[config.mk]
export PLATFORM = sky130hd
export DESIGN_NAME = imp_portal
export DESIGN_NICKNAME = d
export VERILOG_FILES = /design/src/imp_pkg.sv /design/src/imp_ext_regs.sv /design/src/imp_portal.sv
export SDC_FILE = /design/constraint.sdc
export NUM_CORES = 1
export LEC_CHECK = 0
export ABC_AREA = 1
export BUFFER_PORTS_ARGS = -buffer_cell sky130_fd_sc_hd__buf_2
export CORE_MARGIN = 3
export CORE_UTILIZATION = 51
export CTS_CLUSTER_SIZE = 10
export DETAILED_ROUTE_END_ITERATION = 12
export PLACE_DENSITY = 0.76
export REMOVE_ABC_BUFFERS = 1
export SYNTH_ARGS = -nofsm -noshare
export SYNTH_HDL_FRONTEND = slang
export SYNTH_HIERARCHICAL = 1
export SYNTH_SLANG_ARGS = --single-unit
[constraint.sdc]
create_clock -name ref_clk -period 1.6 [get_ports ref_clk]
set_input_delay 0 -clock ref_clk [delete_from_list [all_inputs] [get_ports ref_clk]]
set_output_delay 0 -clock ref_clk [all_outputs]
set_load 0.01 [all_outputs]
[src/imp_pkg.sv]
// Constants and types shared by the indirect extended-register portal
package imp_pkg;

	// -------------------------------------------------------------------
	// Management register offsets
	// -------------------------------------------------------------------
	localparam logic [4:0]  IMP_OFS_CTRL      = 5'h0D;
	localparam logic [4:0]  IMP_OFS_WINDOW    = 5'h0E;

	// -------------------------------------------------------------------
	// Control register field layout
	// -------------------------------------------------------------------
	localparam int          IMP_OP_MSB        = 15;
	localparam int          IMP_OP_LSB        = 14;
	localparam int          IMP_DEV_MSB       = 4;
	localparam int          IMP_DEV_LSB       = 0;

	// -------------------------------------------------------------------
	// Values after reset, and the held address step
	// -------------------------------------------------------------------
	localparam logic [15:0] IMP_CTRL_RST      = 16'h0000;
	localparam logic [15:0] IMP_ADDR_RST      = 16'h0000;
	localparam logic [15:0] IMP_RDDATA_RST    = 16'h0000;
	localparam logic [15:0] IMP_ADDR_STEP     = 16'h0001;

	// -------------------------------------------------------------------
	// Extended registers held here
	// -------------------------------------------------------------------
	localparam logic [4:0]  IMP_DEV_AUTONEG   = 5'h00;
	localparam logic [15:0] IMP_REG_BURST_LO  = 16'h0003;
	localparam logic [15:0] IMP_REG_BURST_HI  = 16'h0004;
	localparam logic [15:0] IMP_BURST_LO_RST  = 16'h4000;
	localparam logic [15:0] IMP_BURST_HI_RST  = 16'h0003;
	localparam logic [15:0] IMP_BURST_LO_16MS = 16'h1A80;
	localparam logic [15:0] IMP_BURST_HI_16MS = 16'h0006;
	localparam logic [15:0] IMP_UNMAPPED_RD   = 16'h0000;

	// -------------------------------------------------------------------
	// Window usage modes
	// -------------------------------------------------------------------
	typedef enum logic [1:0] {
		IMP_OP_ADDRESS = 2'h0,
		IMP_OP_DATA    = 2'h1,
		IMP_OP_DATA_RW = 2'h2,
		IMP_OP_DATA_WR = 2'h3
	} imp_op_t;

endpackage

[src/imp_ext_regs.sv]
// Extended register store for device address 0 (burst interval pair)
`timescale 1ns/10ps
module imp_ext_regs (
	// Clock and reset
	input  wire logic        ref_clk,
	input  wire logic        rst_n,
	// Access from the portal
	input  wire logic [4:0]  devSel,
	input  wire logic [15:0] regSel,
	input  wire logic        extWrite,
	input  wire logic [15:0] extWrData,
	output logic      [15:0] extRdData,
	// Stored interval pair
	output logic      [15:0] burstIntervalLow,
	output logic      [15:0] burstIntervalHigh
);
	import imp_pkg::*;

	logic hitLow;
	logic hitHigh;

	// ---------------------------------------------------------------
	// Decode
	// ---------------------------------------------------------------
	assign hitLow  = (devSel == IMP_DEV_AUTONEG) && (regSel == IMP_REG_BURST_LO);
	assign hitHigh = (devSel == IMP_DEV_AUTONEG) && (regSel == IMP_REG_BURST_HI);

	// ---------------------------------------------------------------
	// Interval pair storage
	// ---------------------------------------------------------------
	always_ff @(posedge ref_clk) begin
		if (!rst_n) begin
			burstIntervalLow <= IMP_BURST_LO_RST;
		end else if (extWrite && hitLow) begin
			burstIntervalLow <= extWrData;
		end
	end

	always_ff @(posedge ref_clk) begin
		if (!rst_n) begin
			burstIntervalHigh <= IMP_BURST_HI_RST;
		end else if (extWrite && hitHigh) begin
			burstIntervalHigh <= extWrData;
		end
	end

	// ---------------------------------------------------------------
	// Read mux, unmapped reads as zero
	// ---------------------------------------------------------------
	always_comb begin
		if (hitLow) begin
			extRdData = burstIntervalLow;
		end else if (hitHigh) begin
			extRdData = burstIntervalHigh;
		end else begin
			extRdData = IMP_UNMAPPED_RD;
		end
	end

	// ---------------------------------------------------------------
	// Checks
	// ---------------------------------------------------------------
	AST_LOW_WRITE: assert property (
		@(posedge ref_clk) disable iff (!rst_n)
		rst_n && extWrite && hitLow
		|=> burstIntervalLow == $past(extWrData))
		else $error("low interval register missed a write");

	AST_HIGH_HOLD: assert property (
		@(posedge ref_clk) disable iff (!rst_n)
		rst_n && !(extWrite && hitHigh) |=> $stable(burstIntervalHigh))
		else $error("high interval register changed without a write");

endmodule

[src/imp_portal.sv]
// Indirect extended-register portal behind the management register port
`timescale 1ns/10ps
module imp_portal (
	// Clock and reset
	input  wire logic        ref_clk,
	input  wire logic        rst_n,
	// Management register port
	input  wire logic [4:0]  mgmtAddr,
	input  wire logic        mgmtWrite,
	input  wire logic        mgmtRead,
	input  wire logic [15:0] mgmtWrData,
	output logic      [15:0] mgmtRdData,
	output logic             mgmtRdValid,
	// Burst interval settings
	output logic      [15:0] burstIntervalLow,
	output logic      [15:0] burstIntervalHigh,
	output logic             burstInterval16ms,
	output logic             burstIntervalValid
);
	import imp_pkg::*;

	// ---------------------------------------------------------------
	// Declarations
	// ---------------------------------------------------------------
	logic [15:0] ctrl_reg;
	logic [15:0] regAddr_reg;
	logic [15:0] regAddr_next;
	logic [15:0] rdData_next;
	logic        rdValid_reg;
	imp_op_t     portalOpSelect;
	logic [4:0]  targetDeviceSelect;
	logic        ctrlHit;
	logic        windowHit;
	logic        windowWrite;
	logic        windowRead;
	logic        dataWrite;
	logic        dataRead;
	logic [15:0] extRdData;
	logic        lowIs8ms;
	logic        lowIs16ms;
	logic        highIs8ms;
	logic        highIs16ms;

	// ---------------------------------------------------------------
	// Helpers
	// ---------------------------------------------------------------
	function automatic logic stepsOnRead(input imp_op_t op);
		stepsOnRead = (op == IMP_OP_DATA_RW);
	endfunction

	function automatic logic stepsOnWrite(input imp_op_t op);
		stepsOnWrite = (op == IMP_OP_DATA_RW) || (op == IMP_OP_DATA_WR);
	endfunction

	// ---------------------------------------------------------------
	// Offset decode
	// ---------------------------------------------------------------
	assign ctrlHit     = (mgmtAddr == IMP_OFS_CTRL);
	assign windowHit   = (mgmtAddr == IMP_OFS_WINDOW);
	assign windowWrite = mgmtWrite && windowHit;
	assign windowRead  = mgmtRead && !mgmtWrite && windowHit;

	// ---------------------------------------------------------------
	// Control register fields
	// ---------------------------------------------------------------
	assign portalOpSelect     = imp_op_t'(ctrl_reg[IMP_OP_MSB:IMP_OP_LSB]);
	assign targetDeviceSelect = ctrl_reg[IMP_DEV_MSB:IMP_DEV_LSB];
	assign dataWrite = windowWrite && (portalOpSelect != IMP_OP_ADDRESS);
	assign dataRead  = windowRead && (portalOpSelect != IMP_OP_ADDRESS);

	// ---------------------------------------------------------------
	// Control register, reserved bits kept as read/write
	// ---------------------------------------------------------------
	always_ff @(posedge ref_clk) begin
		if (!rst_n) begin
			ctrl_reg <= IMP_CTRL_RST;
		end else if (mgmtWrite && ctrlHit) begin
			ctrl_reg <= mgmtWrData;
		end
	end

	// ---------------------------------------------------------------
	// Held register address with post-increment
	// ---------------------------------------------------------------
	always_comb begin
		regAddr_next = regAddr_reg;
		unique case (portalOpSelect)
			IMP_OP_ADDRESS: begin
				if (windowWrite) begin
					regAddr_next = mgmtWrData;
				end
			end
			IMP_OP_DATA: begin
				regAddr_next = regAddr_reg;
			end
			IMP_OP_DATA_RW, IMP_OP_DATA_WR: begin
				if ((dataWrite && stepsOnWrite(portalOpSelect)) ||
				    (dataRead && stepsOnRead(portalOpSelect))) begin
					regAddr_next = regAddr_reg + IMP_ADDR_STEP;
				end
			end
		endcase
	end

	always_ff @(posedge ref_clk) begin
		if (!rst_n) begin
			regAddr_reg <= IMP_ADDR_RST;
		end else begin
			regAddr_reg <= regAddr_next;
		end
	end

	// ---------------------------------------------------------------
	// Extended register store
	// ---------------------------------------------------------------
	imp_ext_regs u_ext_regs (
		.ref_clk           (ref_clk),
		.rst_n             (rst_n),
		.devSel            (targetDeviceSelect),
		.regSel            (regAddr_reg),
		.extWrite          (dataWrite),
		.extWrData         (mgmtWrData),
		.extRdData         (extRdData),
		.burstIntervalLow  (burstIntervalLow),
		.burstIntervalHigh (burstIntervalHigh)
	);

	// ---------------------------------------------------------------
	// Read answer
	// ---------------------------------------------------------------
	always_comb begin
		rdData_next = IMP_RDDATA_RST;
		if (ctrlHit) begin
			rdData_next = ctrl_reg;
		end else if (windowHit) begin
			if (portalOpSelect == IMP_OP_ADDRESS) begin
				rdData_next = regAddr_reg;
			end else begin
				rdData_next = extRdData;
			end
		end
	end

	always_ff @(posedge ref_clk) begin
		if (!rst_n) begin
			mgmtRdData <= IMP_RDDATA_RST;
		end else if (mgmtRead && !mgmtWrite) begin
			mgmtRdData <= rdData_next;
		end
	end

	always_ff @(posedge ref_clk) begin
		if (!rst_n) begin
			rdValid_reg <= 1'b0;
		end else begin
			rdValid_reg <= mgmtRead && !mgmtWrite;
		end
	end

	assign mgmtRdValid = rdValid_reg;

	// ---------------------------------------------------------------
	// Burst interval status
	// ---------------------------------------------------------------
	assign lowIs8ms   = (burstIntervalLow == IMP_BURST_LO_RST);
	assign lowIs16ms  = (burstIntervalLow == IMP_BURST_LO_16MS);
	assign highIs8ms  = (burstIntervalHigh == IMP_BURST_HI_RST);
	assign highIs16ms = (burstIntervalHigh == IMP_BURST_HI_16MS);
	assign burstInterval16ms  = lowIs16ms && highIs16ms;
	assign burstIntervalValid = (lowIs8ms && highIs8ms) ||
	                            (lowIs16ms && highIs16ms);

	// ---------------------------------------------------------------
	// Checks
	// ---------------------------------------------------------------
	AST_CTRL_RESET: assert property (
		@(posedge ref_clk)
		!rst_n |=> portalOpSelect == IMP_OP_ADDRESS && targetDeviceSelect == 5'h00)
		else $error("control register not cleared by reset");

	AST_CTRL_WRITE: assert property (
		@(posedge ref_clk) disable iff (!rst_n)
		rst_n && mgmtWrite && mgmtAddr == IMP_OFS_CTRL
		|=> targetDeviceSelect == $past(mgmtWrData[4:0]))
		else $error("device address not taken from control write");

	AST_ADDR_LOAD: assert property (
		@(posedge ref_clk) disable iff (!rst_n)
		rst_n && windowWrite && portalOpSelect == IMP_OP_ADDRESS
		|=> regAddr_reg == $past(mgmtWrData))
		else $error("register address not loaded in address mode");

	AST_ADDR_READBACK: assert property (
		@(posedge ref_clk) disable iff (!rst_n)
		rst_n && windowRead && portalOpSelect == IMP_OP_ADDRESS
		|=> mgmtRdValid && mgmtRdData == $past(regAddr_reg))
		else $error("address mode read did not return held address");

	AST_NO_STEP: assert property (
		@(posedge ref_clk) disable iff (!rst_n)
		rst_n && (windowRead || windowWrite)
		&& portalOpSelect == IMP_OP_DATA
		|=> $stable(regAddr_reg))
		else $error("address moved in data mode without increment");

	AST_STEP_RW: assert property (
		@(posedge ref_clk) disable iff (!rst_n)
		rst_n && (windowRead || windowWrite)
		&& portalOpSelect == IMP_OP_DATA_RW
		|=> regAddr_reg == 16'($past(regAddr_reg) + 16'h0001))
		else $error("address did not step after access in mode 10");

	AST_STEP_WR: assert property (
		@(posedge ref_clk) disable iff (!rst_n)
		rst_n && portalOpSelect == IMP_OP_DATA_WR
		|-> (windowWrite |=> regAddr_reg == 16'($past(regAddr_reg) + 16'h0001))
		and (windowRead |=> $stable(regAddr_reg)))
		else $error("mode 11 stepping wrong");

	AST_CTRL_KEEPS_ADDR: assert property (
		@(posedge ref_clk) disable iff (!rst_n)
		rst_n && mgmtWrite && ctrlHit |=> $stable(regAddr_reg))
		else $error("control write disturbed held address");

	AST_DATA_READ: assert property (
		@(posedge ref_clk) disable iff (!rst_n)
		rst_n && dataRead |=> mgmtRdData == $past(extRdData))
		else $error("data mode read did not return target register");

	AST_UNMAPPED_ZERO: assert property (
		@(posedge ref_clk) disable iff (!rst_n)
		rst_n && dataRead && targetDeviceSelect != IMP_DEV_AUTONEG
		|=> mgmtRdData == 16'h0000)
		else $error("unimplemented device did not read as zero");

	AST_BURST_RESET: assert property (
		@(posedge ref_clk)
		!rst_n |=> burstIntervalLow == 16'h4000 && burstIntervalHigh == 16'h0003
		##0 burstIntervalValid && !burstInterval16ms)
		else $error("burst interval pair wrong after reset");

	AST_BURST_16MS: assert property (
		@(posedge ref_clk) disable iff (!rst_n)
		burstInterval16ms |-> burstIntervalHigh == 16'h0006
		&& burstIntervalLow == 16'h1A80)
		else $error("16 ms flag without matching pair");

	AST_RD_STROBE: assert property (
		@(posedge ref_clk) disable iff (!rst_n)
		rst_n |=> mgmtRdValid == $past(mgmtRead && !mgmtWrite))
		else $error("read answer strobe out of step with requests");

	AST_RD_DATA_HOLD: assert property (
		@(posedge ref_clk) disable iff (!rst_n)
		rst_n && !(mgmtRead && !mgmtWrite) |=> $stable(mgmtRdData))
		else $error("read data changed without a read");

	AST_CTRL_READBACK: assert property (
		@(posedge ref_clk) disable iff (!rst_n)
		rst_n && mgmtRead && !mgmtWrite && ctrlHit
		|=> mgmtRdData == $past(ctrl_reg))
		else $error("control read did not return all sixteen bits");

	AST_OTHER_OFS_ZERO: assert property (
		@(posedge ref_clk) disable iff (!rst_n)
		rst_n && mgmtRead && !mgmtWrite && !ctrlHit && !windowHit
		|=> mgmtRdValid && mgmtRdData == 16'h0000)
		else $error("read of another offset did not answer zero");

	AST_CTRL_HOLD: assert property (
		@(posedge ref_clk) disable iff (!rst_n)
		rst_n && !(mgmtWrite && ctrlHit) |=> $stable(ctrl_reg))
		else $error("control register changed without a write");

	AST_UNMAPPED_DROP: assert property (
		@(posedge ref_clk) disable iff (!rst_n)
		rst_n && dataWrite && targetDeviceSelect != IMP_DEV_AUTONEG
		|=> $stable(burstIntervalLow) && $stable(burstIntervalHigh))
		else $error("absent device write reached interval pair");

	AST_ADDR_IDLE_HOLD: assert property (
		@(posedge ref_clk) disable iff (!rst_n)
		rst_n && !windowRead && !windowWrite |=> $stable(regAddr_reg))
		else $error("held address moved without a window access");

	AST_PAIR_MIXED: assert property (
		@(posedge ref_clk) disable iff (!rst_n)
		(lowIs8ms && highIs16ms) || (lowIs16ms && highIs8ms)
		|-> !burstIntervalValid && !burstInterval16ms)
		else $error("mixed interval pair not flagged");

endmodule

After elaboration in Yosys (flattened, before gate mapping)
Index checks and enable logic that the tools add are counted.
{"block": "word_totals", "ff_bits": 81, "input_bits": 25, "output_inout_bits": 51, "word_cells": 52}
{"block": "classes", "addsub": 1, "eq_ne": 13, "mux": 8, "bitwise_logic": 1, "n_reduce_logical": 23}
{"cell": "16-bit 2-to-1 mux", "count": 7}
{"cell": "16-bit by 2-bit equality test with 1-bit output (second input constant)", "count": 2}
{"cell": "16-bit by 3-bit equality test with 1-bit output (second input constant)", "count": 2}
{"cell": "16-bit one-hot mux with 2 select lines", "count": 1}
{"cell": "16-bit by 1-bit adder with 16-bit output (second input constant)", "count": 1}
{"cell": "16-bit by 13-bit equality test with 1-bit output (second input constant)", "count": 1}
{"cell": "16-bit by 15-bit equality test with 1-bit output (second input constant)", "count": 1}
{"cell": "1-bit logical AND", "count": 14}
{"cell": "5-bit by 4-bit equality test with 1-bit output (second input constant)", "count": 2}
{"cell": "5-bit zero test", "count": 1}
{"cell": "2-bit equality test (second input constant)", "count": 2}
{"cell": "2-bit != test (second input constant)", "count": 2}
{"cell": "1-bit logical OR", "count": 3}
{"cell": "3-bit AND reduction", "count": 1}
{"cell": "2-bit by 1-bit equality test with 1-bit output (second input constant)", "count": 1}
{"cell": "2-bit zero test", "count": 1}
{"cell": "2-bit nonzero test", "count": 1}
{"cell": "2-bit OR reduction", "count": 1}
{"cell": "1-bit zero test", "count": 1}
{"cell": "1-bit NOT", "count": 1}

Longest topological paths before layout
{"block": "depth", "depth_word": 8, "ltp_mapped": 12, "depth_no_buf": 11}

Hierarchy
The synthesis kept the hierarchy.
{"module": "imp_portal", "instances": 1, "cells_per_inst": 449, "area_per_inst_um2": 2840.2, "seq_area_each_um2": 980.9}
{"module": "imp_ext_regs", "instances": 1, "cells_per_inst": 271, "area_per_inst_um2": 1754.2, "seq_area_each_um2": 640.6}

Worst setup path after synthesis
OpenSTA, ideal clock, no wires.
{"block": "synth_timing", "path_kind": "reg-to-reg", "from": "register ctrl_reg[15]", "to": "register u_ext_regs.burstIntervalLow[11]", "setup_ns": 0.064, "arrival_time_ns": 1.708, "required_ns": 1.536, "path_slack_ns": -0.172, "stages_incl_launch_ff": 10, "path_buffers": 3, "period_less_slack_ns": 1.772, "path_cell_list": "dfxtp_1 -> buf_2 -> nor2_4 -> buf_2 -> nor3_1 -> inv_1 -> nor2_4 -> buf_6 -> nor2_1 -> nor2_1"}
{"block": "synth_via", "elab_chain_len": 3}
{"item": "start: declaration", "line": "imp_portal.sv:25", "source": "logic [15:0] ctrl_reg;"}
{"item": "start signal: assignment", "line": "imp_portal.sv:78", "source": "ctrl_reg <= mgmtWrData;"}
{"item": "2-bit nonzero test", "line": "imp_portal.sv:68", "source": "assign dataWrite = windowWrite && (portalOpSelect != IMP_OP_ADDRESS);"}
{"item": "1-bit logical AND", "line": "imp_portal.sv:68"}
{"item": "via dataWrite", "line": "imp_portal.sv:36", "source": "logic dataWrite;"}
{"item": "1-bit logical AND", "line": "imp_ext_regs.sv:34", "source": "end else if (extWrite && hitLow) begin"}
{"item": "end signal: assignment", "line": "imp_ext_regs.sv:35", "source": "burstIntervalLow <= extWrData;"}
{"item": "end: declaration", "line": "imp_ext_regs.sv:14", "source": "output logic [15:0] burstIntervalLow,"}
The timed path passes the listed nets, and every way through them passes these cells.
A chain may end at the register's enable or synchronous reset.

Final worst setup path
{"block": "layout_timing", "from": "register regAddr_reg[7]", "to": "register mgmtRdData[14]"}
{"block": "layout_via", "elab_chain_len": 7, "word_cells_on_any_way": 9, "classes_between": "eq/ne: 2; mux: 5; reduce/logical: 2"}
{"item": "start: declaration", "line": "imp_portal.sv:26", "source": "logic [15:0] regAddr_reg;"}
{"item": "start signal: assignment", "line": "imp_portal.sv:109", "source": "regAddr_reg <= regAddr_next;"}
{"item": "16-bit by 3-bit equality test with 1-bit output", "line": "imp_ext_regs.sv:26", "source": "assign hitHigh = (devSel == IMP_DEV_AUTONEG) && (regSel == IMP_REG_BURST_HI);"}
{"item": "1-bit logical AND", "line": "imp_ext_regs.sv:26"}
{"item": "16-bit 2-to-1 mux", "line": "imp_ext_regs.sv:53", "source": "end else if (hitHigh) begin"}
{"item": "16-bit 2-to-1 mux (*)", "line": "imp_ext_regs.sv:51", "source": "if (hitLow) begin"}
{"item": "via extRdData[14]", "line": "imp_portal.sv:38", "source": "logic [15:0] extRdData;"}
{"item": "16-bit 2-to-1 mux (*)", "line": "imp_portal.sv:136", "source": "if (portalOpSelect == IMP_OP_ADDRESS) begin"}
{"item": "16-bit 2-to-1 mux (*)", "line": "imp_portal.sv:135", "source": "end else if (windowHit) begin"}
{"item": "16-bit 2-to-1 mux (*)", "line": "imp_portal.sv:133", "source": "if (ctrlHit) begin"}
{"item": "end signal: assignment", "line": "imp_portal.sv:148", "source": "mgmtRdData <= rdData_next;"}
{"item": "end: declaration", "line": "imp_portal.sv:12", "source": "output logic [15:0] mgmtRdData,"}
Mark *: on every way through the listed nets, which the timed path passes. The rest lies on a longest branch.

==> results.txt <==
Fin Clk Skew: 0.00729 ns
Worst ir drop on vdd: 0.000651 V
DP HPWL: 10.5 mm
Met1 track demand over resource: 37.9%
Clk sinks: 81
Worst r2r src: regAddr_reg[7]
1st-pass router iterations: 6
Diodes inserted: 0
Core area: 8460 um2
Endpoints failing hold: 0
Post-synth top area share: 35.3%
Most frequent cells in the layout: nand2_1 (206), nor2_1 (97), buf_2 (75)
P_leak: 0.00263 uW
Met2 Track Usage GR: 48.3%
Reg2Reg Depth: 12
Worst-path clk slew: 0.09 ns
FILL cells: 704
Die area: 10200 um2
CTS tree: done
Worst slew pin tran: 0.420 ns
Die X: 101 um
Port Buffers: 75
Worst-path cell chain: nor2_2 -> nand2_2 -> inv_1 -> nand2_2 -> nor2_4 -> buf_6 -> nand2_1 -> o21ai_0 -> o21ai_0 -> nand2_1 -> nand2_1 -> a31oi_1
Top FF cell, synth: dfxtp_1
Crit path kind: register to register
Max incr delay on CP: 0.33 ns
Largest net degree at the start of global routing: 39
Initial Util: 54.3%
Wirelength per Cell: 16.2 um
Hold Path Class: input pin to register
GRT Util Overall: 29.3%
Post-route clock period utilization: 110%
Yosys cell types: 38
Htree depth: 3
Final Slew Violations: 0
Initial antenna violation count: 0
Layer with the highest usage: met2
Critical path's slowest cell: dfxtp_1
Sequential share of the synthesized area: 35.3%
Clk Latency, worst-skew pair: 0.35 ns
First-pass GRT wire length: 23.9 mm
Iter 0 DRT Violations: 510
Avg Inst Size Synth: 6.38 um2
CP Max Fanout: 7
Power per cell area: 708 nW/um2
Worst EP arrival: 2.04 ns
RSZ-0062 raised after global routing: true
Hold slack: 0.0303 ns
Post-Synthesis Cells: 720
Setup WS pre-CTS: -0.157 ns
Outcome: complete, but fails checks
Post-layout util: 70.9%
Most common cell after layout, fill and taps aside: nand2_1
Hold Path Depth: 3
Antenna-violating nets left: 0
Worst-case hold path end point: ctrl_reg[15]
Fmax: 568 MHz
Slew headroom: 72.0%
Global route overflow: 0
Via density: 5.76
Vias: 5527
#FFs+latches synth: 81
FFs w/ async S/R, synth: 0%
Failing checks: negative setup slack
Vias in the first global route: 4920
Setup crit end kind: register
RR Endpoint: mgmtRdData[14]
CP Launch Type: register
Ys Warns: 6
Number of synthesized flops with an enable pin: 0
CTS buffer count: 9
Nets: 875
Global routing usage on met3: 5.67%
Mapped Area: 4590 um2
Final WL: 15.5 mm
Num rows: 33
CP most frequent cell: nand2_1
Hold_sp: mgmtWrData[15]
# setup viols final: 28
Routability Congestion: 0.946
Worst setup margin: -0.162 ns
Crit path buffers/inverters: 2
Layout area overhead: 30.7%
Clk root buf: clkbuf_8
Share of post-route cells with drive strength above 1: 27.2%
Crit path time final: 1.76 ns
Top-Level Pins: 76
CP top delay family: simple AND/OR/NAND/NOR gates
CP Data Required Time: 1.88 ns
Max Cap Viol: 0
R2r setup slk: -0.16 ns
Clk buf depth: 2
Area contributors post-synth: dfxtp_1 (35%), nand2_1 (17%), nor2_1 (8.8%)
Drt drc: 0
Area leader, netlist: dfxtp_1
Vertical die dimension: 101 um
## how the worst max path moves through the flow
| stage | slack, ns | endpoint | depth (start not counted) | from |
|---|---|---|---|---|
| floorplan | -2.33 | u_ext_regs/burstIntervalLow[0] | 6 | ctrl_reg[15] |
| global placement | -0.12 | mgmtRdData[3] | 9 | ctrl_reg[1] |
| detailed placement | -0.16 | mgmtRdData[4] | 11 | ctrl_reg[1] |
| CTS | -0.06 | mgmtRdData[4] | 11 | ctrl_reg[0] |
| global route | -0.27 | mgmtRdData[7] | 12 | regAddr_reg[13] |
| finish | -0.16 | mgmtRdData[14] | 12 | regAddr_reg[7] |
## through the flow
step | area, um2 | setup TNS [ns] | instances | total power (uW)
finish | 6000 | -1.69 | 959 | 4250
global placement | 5300 | -0.631 | 914 | 2450
floorplan | 4340 | -81.94 | 679 | 2270
global route | 6000 | -6.09 | 959 | 4370
detailed placement | 5300 | -1.35 | 914 | 2450
CTS | 5830 | -0.554 | 956 | 4230
## Yosys cell counts (7+ instances only)
| library cell | n |
|---|---|
| nand2_1 | 214 |
| nor2_1 | 108 |
| dfxtp_1 | 81 |
| nand3_1 | 65 |
| o21ai_0 | 54 |
| inv_1 | 47 |
| a21oi_1 | 28 |
| a31oi_1 | 17 |
| clkbuf_1 | 14 |
| o21ai_1 | 12 |
| buf_2 | 11 |
| buf_6 | 7 |
| nand4_1 | 7 |
## worst reg2reg max path, stage by stage, from the launching register on
cell and delay [ns]:
dfxtp_1 0.33, nor2_2 0.17, nand2_2 0.11, inv_1 0.07, nand2_2 0.08, nor2_4 0.21
buf_6 0.16, nand2_1 0.05, o21ai_0 0.07, o21ai_0 0.13, nand2_1 0.07, nand2_1 0.06
a31oi_1 0.18
## logic make-up after synthesis
family	count (synthesis)	synth area share, %
compound gates	116	13.5
xor+xnor	1	0.191
fa+ha+maj	1	0.272
buf+inv	90	9.48
flops	81	35.3
simple gates	431	41.3
## what timing repair did
item	CTS	global route
endpoints found under the setup margin	17	58
hold buffers	19	0
buffers inserted	5	4
resized for setup	30	50
endpoints found under the hold margin	19	0
gates cloned	2	0
pin swaps	20	25
## report_power, final
part / switching (uW) / internal, uW
Sequential: 20.2 / 2040
Combinational: 243 / 160
Clock: 806 / 976
## final cells by class
cell class | instances | area [um2] | area share (%)
Clock inverter | 5 | 86.3 | 1.44
Clock buffer | 11 | 151 | 2.52
Tap cell | 105 | 131 | 2.19
Inverter | 49 | 184 | 3.06
Sequential cell | 81 | 1640 | 27.4
Multi-Input combinational cell | 551 | 2700 | 45.0
Timing Repair Buffer | 157 | 1110 | 18.4
## per-layer routing
layer / wire, um / share of wire (%)
met5: 0 / 0
met3: 1430 / 9.2
met2: 7280 / 47
met1: 6240 / 40
met4: 550 / 3.5
Note: power is estimated with default switching activity, not from simulation.
